## config.mk

```make
export PLATFORM = sky130hd
export DESIGN_NAME = vds_sync_ctrl
export DESIGN_NICKNAME = d
export VERILOG_FILES = /design/src/rtl/vds_pkg.sv /design/src/rtl/vds_hsync_gen.sv /design/src/rtl/vds_sync_ctrl.sv
export SDC_FILE = /design/constraint.sdc
export NUM_CORES = 1
export LEC_CHECK = 0
export BUFFER_PORTS_ARGS = -buffer_cell sky130_fd_sc_hd__buf_2
export CORE_MARGIN = 3
export CORE_UTILIZATION = 55
export CTS_BUF_LIST = sky130_fd_sc_hd__clkbuf_4
export DETAILED_ROUTE_END_ITERATION = 10
export PLACE_DENSITY = 0.75
export SLEW_MARGIN = 20
export SYNTH_ARGS = -nofsm -noshare
export SYNTH_HDL_FRONTEND = slang
export SYNTH_SLANG_ARGS = --single-unit
```

## constraint.sdc

```tcl
create_clock -name sys_clk -period 1.6 [get_ports sys_clk]
set_clock_uncertainty 0.05 [all_clocks]
set_input_delay 0.32 -clock sys_clk [delete_from_list [all_inputs] [get_ports sys_clk]]
set_output_delay 0.32 -clock sys_clk [all_outputs]
set_load 0.01 [all_outputs]
```

## src/rtl/vds_pkg.sv

```systemverilog
/*
  Constants for the video decoder sync control block: register subaddresses,
  field positions, reset values and horizontal counter geometry.
  Assumes one system clock with a line-locked clock enable pulse.
*/
`default_nettype none

package vds_pkg;

  // ****************************************
  // Register subaddresses
  // ****************************************
  localparam logic [7:0] ADDR_HS_START = 8'h06;
  localparam logic [7:0] ADDR_HS_STOP = 8'h07;
  localparam logic [7:0] ADDR_SYNC_CTRL = 8'h08;

  // ****************************************
  // Reset values
  // ****************************************
  localparam logic [7:0] RST_HS_START = 8'h00;
  localparam logic [7:0] RST_HS_STOP = 8'h00;
  // Recommended: automatic field detection, fast locking, normal noise mode
  localparam logic [7:0] RST_SYNC_CTRL = 8'h98;
  localparam logic [7:0] RDATA_UNMAPPED = 8'h00;

  // ****************************************
  // Sync control field positions
  // ****************************************
  localparam int BIT_AUTO_FIELD = 7;
  localparam int BIT_FIELD_SEL = 6;
  localparam int BIT_FORCE_TOGGLE = 5;
  localparam int HTC_HI = 4;
  localparam int HTC_LO = 3;
  localparam int BIT_LOOP_OPEN = 2;
  localparam int VERT_NOISE_MODE_HI = 1;
  localparam int VERT_NOISE_MODE_LO = 0;

  // ****************************************
  // Mode encodings
  // ****************************************
  localparam logic [1:0] HTC_TV = 2'h0;
  localparam logic [1:0] HTC_VTR = 2'h1;
  localparam logic [1:0] HTC_RSVD = 2'h2;
  localparam logic [1:0] HTC_FAST = 2'h3;
  localparam logic [1:0] VERT_NOISE_MODE_NORMAL = 2'h0;
  localparam logic [1:0] VERT_NOISE_MODE_FAST = 2'h1;
  localparam logic [1:0] VERT_NOISE_MODE_FREE = 2'h2;
  localparam logic [1:0] VERT_NOISE_MODE_BYPASS = 2'h3;

  // ****************************************
  // Horizontal counter geometry, in line-locked clock cycles
  // ****************************************
  localparam int CNT_W = 12;
  localparam logic [CNT_W-1:0] LINE_LEN_50 = 12'h800;
  localparam logic [CNT_W-1:0] LINE_LEN_60 = 12'h7d0;
  localparam logic [CNT_W-1:0] HS_CENTER = 12'h3e8;
  localparam logic [CNT_W-1:0] CNT_ONE = 12'h001;
  localparam logic [CNT_W-1:0] CNT_TWO = 12'h002;
  localparam logic [CNT_W-1:0] CNT_ZERO = 12'h000;

  // Delay step is 8 line-locked clocks: sign extend, then shift by three
  function automatic logic [CNT_W-1:0] delay_pos(input logic [CNT_W-1:0] center, input logic [7:0] delay);
    logic [CNT_W-1:0] offs;
    offs = {delay[7], delay, 3'h0};
    return center + offs;
  endfunction

endpackage

`default_nettype wire

```

## src/rtl/vds_hsync_gen.sv

```systemverilog
/*
  Horizontal line counter and sync pulse placement on the line-locked clock.
  Assumes llc_en is a one-cycle enable and all inputs are synchronous.
*/
`default_nettype none

module vds_hsync_gen (
  // Clock and reset
  input wire logic sys_clk,
  input wire logic rst_n,
  // Line-locked clock enable and configuration
  input wire logic llc_en,
  input wire logic std_60,
  input wire logic loop_open,
  input wire logic [1:0] time_const,
  input wire logic [7:0] start_delay,
  input wire logic [7:0] stop_delay,
  // Reference sync from the slicer
  input wire logic ref_pulse,
  // Results
  output logic hsync_q,
  output logic [vds_pkg::CNT_W-1:0] count_q
);

  // ****************************************
  // Counter and pulse
  // ****************************************
  logic hsync_d;
  logic [vds_pkg::CNT_W-1:0] count_d;
  logic [vds_pkg::CNT_W-1:0] last;
  logic [vds_pkg::CNT_W-1:0] inc2;
  logic [vds_pkg::CNT_W-1:0] start_pos;
  logic [vds_pkg::CNT_W-1:0] stop_pos;

  always_comb
  begin
    last = std_60 ? vds_pkg::LINE_LEN_60 - vds_pkg::CNT_ONE : vds_pkg::LINE_LEN_50 - vds_pkg::CNT_ONE;
    inc2 = count_q + vds_pkg::CNT_TWO;
    start_pos = vds_pkg::delay_pos(vds_pkg::HS_CENTER, start_delay);
    stop_pos = vds_pkg::delay_pos(vds_pkg::HS_CENTER, stop_delay);
    count_d = count_q;
    hsync_d = hsync_q;
    if (llc_en)
    begin
      count_d = (count_q >= last) ? vds_pkg::CNT_ZERO : count_q + vds_pkg::CNT_ONE;
      // Open loop free-runs: line frequency fixed by the counter alone
      if (!loop_open && ref_pulse && count_q != vds_pkg::CNT_ZERO)
      begin
        if (time_const == vds_pkg::HTC_FAST)
          count_d = vds_pkg::CNT_ONE;
        else if (count_q < (last >> 1))
          count_d = count_q;
        else
          count_d = (inc2 > last) ? vds_pkg::CNT_ZERO : inc2;
      end
      if (count_d == start_pos)
        hsync_d = 1'b1;
      else if (count_d == stop_pos)
        hsync_d = 1'b0;
    end
  end

  always_ff @(posedge sys_clk or negedge rst_n)
  begin
    if (!rst_n)
    begin
      count_q <= vds_pkg::CNT_ZERO;
      hsync_q <= 1'b0;
    end
    else
    begin
      count_q <= count_d;
      hsync_q <= hsync_d;
    end
  end
endmodule

`default_nettype wire

```

## src/rtl/vds_sync_ctrl.sv

```systemverilog
/*
  Sync control register bank of the video decoder: start and stop delay of
  the horizontal sync, field standard, odd/even toggling, loop modes.
  Assumes a serial control bus front end that presents subaddress writes and
  reads as one-cycle strobes synchronous to sys_clk.
*/
`default_nettype none

module vds_sync_ctrl (
  // Clock and reset
  input wire logic sys_clk,
  input wire logic nrst,
  // Register access by subaddress
  input wire logic reg_wr,
  input wire logic reg_rd,
  input wire logic [7:0] reg_addr,
  input wire logic [7:0] reg_wdata,
  output logic [7:0] reg_rdata_q,
  output logic reg_rvalid_q,
  // Video timing inputs
  input wire logic line_locked_clock_en,
  input wire logic hsync_ref,
  input wire logic field_start,
  input wire logic detected_60hz,
  input wire logic source_interlaced,
  // Sync processing outputs
  output logic hsync_q,
  output logic field_is_60hz_q,
  output logic odd_even_q,
  output logic horiz_loop_open_q,
  output logic [1:0] horiz_time_constant_q,
  output logic [1:0] vert_noise_mode_q
);

  // ****************************************
  // Reset release
  // ****************************************
  logic rst_meta_q;
  logic rst_q;

  always_ff @(posedge sys_clk or negedge nrst)
  begin
    if (!nrst)
    begin
      rst_meta_q <= 1'b0;
      rst_q <= 1'b0;
    end
    else
    begin
      rst_meta_q <= 1'b1;
      rst_q <= rst_meta_q;
    end
  end

  // ****************************************
  // Registers
  // ****************************************
  logic [7:0] hsync_begin_delay_q;
  logic [7:0] hsync_begin_delay_d;
  logic [7:0] hsync_end_delay_q;
  logic [7:0] hsync_end_delay_d;
  logic [7:0] sync_control_q;
  logic [7:0] sync_control_d;
  logic [7:0] reg_rdata_d;
  logic reg_rvalid_d;

  // Delays are stored as written; range limits are left to software
  always_comb
  begin
    hsync_begin_delay_d = hsync_begin_delay_q;
    hsync_end_delay_d = hsync_end_delay_q;
    sync_control_d = sync_control_q;
    reg_rdata_d = reg_rdata_q;
    reg_rvalid_d = reg_rd;
    if (reg_wr)
    begin
      case (reg_addr)
        vds_pkg::ADDR_HS_START: hsync_begin_delay_d = reg_wdata;
        vds_pkg::ADDR_HS_STOP: hsync_end_delay_d = reg_wdata;
        vds_pkg::ADDR_SYNC_CTRL: sync_control_d = reg_wdata;
        default: sync_control_d = sync_control_q;
      endcase
    end
    if (reg_rd)
    begin
      case (reg_addr)
        vds_pkg::ADDR_HS_START: reg_rdata_d = hsync_begin_delay_q;
        vds_pkg::ADDR_HS_STOP: reg_rdata_d = hsync_end_delay_q;
        vds_pkg::ADDR_SYNC_CTRL: reg_rdata_d = sync_control_q;
        default: reg_rdata_d = vds_pkg::RDATA_UNMAPPED;
      endcase
    end
  end

  always_ff @(posedge sys_clk or negedge rst_q)
  begin
    if (!rst_q)
    begin
      hsync_begin_delay_q <= vds_pkg::RST_HS_START;
      hsync_end_delay_q <= vds_pkg::RST_HS_STOP;
      sync_control_q <= vds_pkg::RST_SYNC_CTRL;
      reg_rdata_q <= vds_pkg::RDATA_UNMAPPED;
      reg_rvalid_q <= 1'b0;
    end
    else
    begin
      hsync_begin_delay_q <= hsync_begin_delay_d;
      hsync_end_delay_q <= hsync_end_delay_d;
      sync_control_q <= sync_control_d;
      reg_rdata_q <= reg_rdata_d;
      reg_rvalid_q <= reg_rvalid_d;
    end
  end

  // ****************************************
  // Field standard and odd/even
  // ****************************************
  logic auto_field_detect;
  logic field_standard_select;
  logic forced_field_toggle;
  logic field_is_60hz_d;
  logic odd_even_d;
  logic horiz_loop_open_d;
  logic [1:0] horiz_time_constant_d;
  logic [1:0] vert_noise_mode_d;

  always_comb
  begin
    auto_field_detect = sync_control_q[vds_pkg::BIT_AUTO_FIELD];
    field_standard_select = sync_control_q[vds_pkg::BIT_FIELD_SEL];
    forced_field_toggle = sync_control_q[vds_pkg::BIT_FORCE_TOGGLE];
    field_is_60hz_d = auto_field_detect ? detected_60hz : field_standard_select;
    odd_even_d = odd_even_q;
    // Non-interlaced sources still get alternating fields when forced
    if (field_start && (forced_field_toggle || source_interlaced))
      odd_even_d = ~odd_even_q;
    horiz_loop_open_d = sync_control_q[vds_pkg::BIT_LOOP_OPEN];
    // Reserved time constant code behaves like VTR in the loop filter
    horiz_time_constant_d = sync_control_q[vds_pkg::HTC_HI:vds_pkg::HTC_LO];
    vert_noise_mode_d = sync_control_q[vds_pkg::VERT_NOISE_MODE_HI:vds_pkg::VERT_NOISE_MODE_LO];
  end

  always_ff @(posedge sys_clk or negedge rst_q)
  begin
    if (!rst_q)
    begin
      field_is_60hz_q <= 1'b0;
      odd_even_q <= 1'b0;
      horiz_loop_open_q <= 1'b0;
      horiz_time_constant_q <= vds_pkg::HTC_FAST;
      vert_noise_mode_q <= vds_pkg::VERT_NOISE_MODE_NORMAL;
    end
    else
    begin
      field_is_60hz_q <= field_is_60hz_d;
      odd_even_q <= odd_even_d;
      horiz_loop_open_q <= horiz_loop_open_d;
      horiz_time_constant_q <= horiz_time_constant_d;
      vert_noise_mode_q <= vert_noise_mode_d;
    end
  end

  // ****************************************
  // Horizontal sync generator
  // ****************************************
  // Registered controls feed the generator: one cycle of lag, cleaner timing
  vds_hsync_gen u_hsync_gen (
    .sys_clk(sys_clk),
    .rst_n(rst_q),
    .llc_en(line_locked_clock_en),
    .std_60(field_is_60hz_q),
    .loop_open(horiz_loop_open_q),
    .time_const(horiz_time_constant_q),
    .start_delay(hsync_begin_delay_q),
    .stop_delay(hsync_end_delay_q),
    .ref_pulse(hsync_ref),
    .hsync_q(hsync_q),
    .count_q()
  );
endmodule

`default_nettype wire

```

==> results.md <==
* Antenna viol nets, final at 0
* Synth-to-layout area growth at 40.4%
* Ant diodes at 0
* Outcome: finished with violations
* CP most frequent cell: o41ai_2
* Via Count at just over 4000
* FF+latch count, synth at 55
* Drt drc at 0
* Largest delay contributor family on the critical path: compound AO/OA/AOI/OAI gates
* I/O pins at 42
* Slowest-stage cell, CP: dfrtp_1
* Antenna violations before repair at 0
* Worst Max-Slew Pin Slew at 0.625 ns
* Synth area leaders: dfrtp_1 33%, mux2_2 10%, xnor2_1 6.5%, a21oi_1 4.6%, ha_1 3.6%
* Largest stage delay, worst path at around 0.44 ns
* Commonest cells in the netlist: 50 x dfrtp_1, 35 x a21oi_1, 35 x mux2_2, 28 x xnor2_1, 26 x nor2_1
* WP buf/inv at 0
* Ys Warns at 0
* Fin cells at approximately 620
* Comb pwr share at between 50% and 60%
* Vias per inst at 6.51
* Fin. Hold Viols at 0
* H-tree depth at 2
* Main synth FF type: dfrtp_1
* Fraction of power spent switching nets at 40.5%
* # rows at 29
* Post-placement cell area at between 5000 and 6000 um2
* Fill cells at about 380
* Die outline width at slightly below 90 um
* Grt ovf at 0
* Mean Syn Cell Area at 9.68 um2
* Post-Synthesis Cells at 392
* Seq/Total Area, Yosys at 36.4%
* Final min period at between 3 and 4 ns
* CP required at approximately 1.8 ns
* Fin area at roughly 5300 um2
* Crit share post-route at 200%
* Reg clk slew, reported paths at between 0.15 and 0.2 ns
* Share of cells above drive strength 1 at between 40% and 50%
* Clk Latency, worst-skew pair at ~0.39 ns
* Area leader, netlist: dfrtp_1
* Peak VDD IR at ~0.75 mV
* Upper clock frequency limit at approximately 0.31 GHz
* Largest net degree at the start of global routing at 39
* Mapped Area at 3800 um2
* Die Y at about 89 um
* CP arrival at between 3 and 4 ns
* Critical path class: reg -> reg
* Rel. slew slack at between 50 and 60%
* Worst Hold Class: in -> reg
* Starting Density at roughly three fifths
* Sequential power share at 34.8%
* Setup ws final at -1.60 ns
* Total CTS buffers at 5
* Crit. End Element: flop
* Bufs on Longest Clock Path at 2
* Synthesized Nets at 428
* Share of synthesized registers carrying an async set or reset at 100%
* CP startpoint kind: flop
* Leakage power at 2.44 nW
* Critical Path, Cell by Cell: ha_4 > nand3_4 > xnor2_2 > ha_1 > and4_1 > a21oi_2 > o221ai_4 > o311a_4 > a22o_1 > o21ai_4 > xnor2_1 > o41ai_2 > o41ai_2
* GRT Overall Usage at between 30% and 40%
* P_int at 2.97 mW
* Root Driver: clkbuf_4
* Routed WL per cell at between 20 and 25 um
* # setup viols final at 21
* DP HPWL at about 10000 um
* Synth top area share at about a third
* IO buf count at 41
* Power density over cell area at about 940 nW/um2
* Die area at slightly below 8000 um2
* Initial DRC count at roughly 350
* First-pass GRT wire length at between 20000 and 25000 um
* Failing checks: setup timing
* Unrepaired setup endpoints after global routing: true
* Vias in the first global route at about 4200
* Number of synthesized flops with an enable pin at 0
* Count leader, synth: dfrtp_1
* Max_cap viols at 0
* TritonCTS Sinks at 55
* Final Max Slew Viols at 0
* Synth unique cells at 70
* GPL Wtd Cong at around 1.0
* Final wirelength at 13900 um
* Nets@finish at around 580
* Cells after DPL at slightly above 600
* Core ar. at 6530 um2
* DRT Pass-1 Iters at 5
* CP max FO at 6
* Clock power share at 13.3%
* Switch Pwr at between 2 and 2.5 mW
* CTS tree: yes
per-layer routing:
layer / share of wire (%) / global-route usage (%) / vias to the layer above
li1: - / - / 1797
met3: 6.2 / 5.35 / 55
met4: 4.3 / 15.4 / 0
met2: 52 / 65.1 / 215
met1: 38 / 43.0 / 1995
met5: 0 / 0 / -
sequential cells by signal, summed over array words and instances, names as in the netlist:
signal and flops:
reg_rvalid_q 1, vert_noise_mode_q 2, u_hsync_gen.hsync_q 1, rst_q 1
rst_meta_q 1, hsync_begin_delay_q 8, hsync_end_delay_q 8, horiz_loop_open_q 1
u_hsync_gen.count_q 12, reg_rdata_q 8, odd_even_q 1, horiz_time_constant_q 2
sync_control_q 8, field_is_60hz_q 1
power by group through the flow:
| stage | logic (mW) | clock network (mW) | registers (mW) |
|---|---|---|---|
| after floorplan | 1.29 | 0 | 1.72 |
| after global placement | 2.27 | 0 | 1.72 |
| after detailed placement | 2.31 | 0 | 1.74 |
| after CTS | 2.38 | 0.667 | 1.72 |
| after global routing | 2.75 | 0.721 | 1.75 |
| final | 2.59 | 0.665 | 1.74 |
final cells by class:
class                   count  area, um2  share of cell area [%]
clock inverters             3       20.0                   0.376
multi-input cells         310       2540                    47.7
inverters                   7       26.3                   0.493
clock buffers               5       37.5                   0.704
well taps                  77       96.3                    1.81
repair buffers            167       1220                    22.9
flip-flops and latches     55       1390                    26.1
timing repair:
action	4_1_cts	5_1_grt
pin swaps	5	8
gates resized for setup	14	15
setup buffers	3	5
setup endpoints to repair	29	33
hold endpoints to repair	2	0
hold buffers	1	0
worst paths after layout:
path | from | endpoint | slack, ns | depth (start not counted)
max | u_hsync_gen.count_q[2] | u_hsync_gen.hsync_q | -1.60 | 13
min | detected_60hz | field_is_60hz_q | 0.10 | 2
max reg2reg | u_hsync_gen.count_q[2] | u_hsync_gen.hsync_q | -1.60 | 13
min reg2reg | rst_q | sync_control_q[5] | 0.14 | 0
max in group asynchronous | rst_q | sync_control_q[3] | 0.77 | 1
min in group asynchronous | rst_q | sync_control_q[5] | 0.14 | 0
through the flow:
step,hold WS [ns],power [mW],worst slack (ns),setup TNS (ns),util [%]
finish,0.105,4.99,-1.60,-14.82,81.6
global route,0.0887,5.22,-1.75,-16.36,81.6
detailed placement,0.0570,4.04,-1.60,-27.55,77.5
floorplan,-0.0256,3.00,-1.56,-23.00,-
global placement,0.0546,3.99,-1.50,-24.18,77.5
CTS,0.0859,4.77,-1.54,-14.28,80.1
cell usage in the layout (no fill, tap or decap), types with 8 or more instances in the layout:
cell type / n
nor2_1: 24
dfrtp_1: 45
o21ai_0: 10
buf_6: 10
xnor2_1: 27
a22oi_1: 9
a21oi_1: 29
nand2_1: 21
nand4_1: 8
buf_2: 40
nor3_1: 11
mux2_4: 9
buf_4: 114
mux2_2: 26
ha_1: 9
worst reg2reg max path, cell delays in order, from the launching register on:
cell	delay, ns
dfrtp_1	0.44
ha_4	0.18
nand3_4	0.09
xnor2_2	0.15
ha_1	0.29
and4_1	0.21
a21oi_2	0.17
o221ai_4	0.14
o311a_4	0.37
a22o_1	0.24
o21ai_4	0.15
xnor2_1	0.09
o41ai_2	0.39
o41ai_2	0.12
kinds of logic (layout without fill, tap and decap cells):
logic type      after synthesis  in the layout  share of synthesized area, %
flops                        55             55                          36.4
other cells                   1              1                        0.0988
fa+ha+maj                    11             11                          3.63
simple gates                120            120                          17.2
xor+xnor                     35             35                          8.08
compound gates              104            104                          19.8
buf+inv                      27            182                          3.33
mux                          39             39                          11.4
Power figures use the tool's default switching activity.
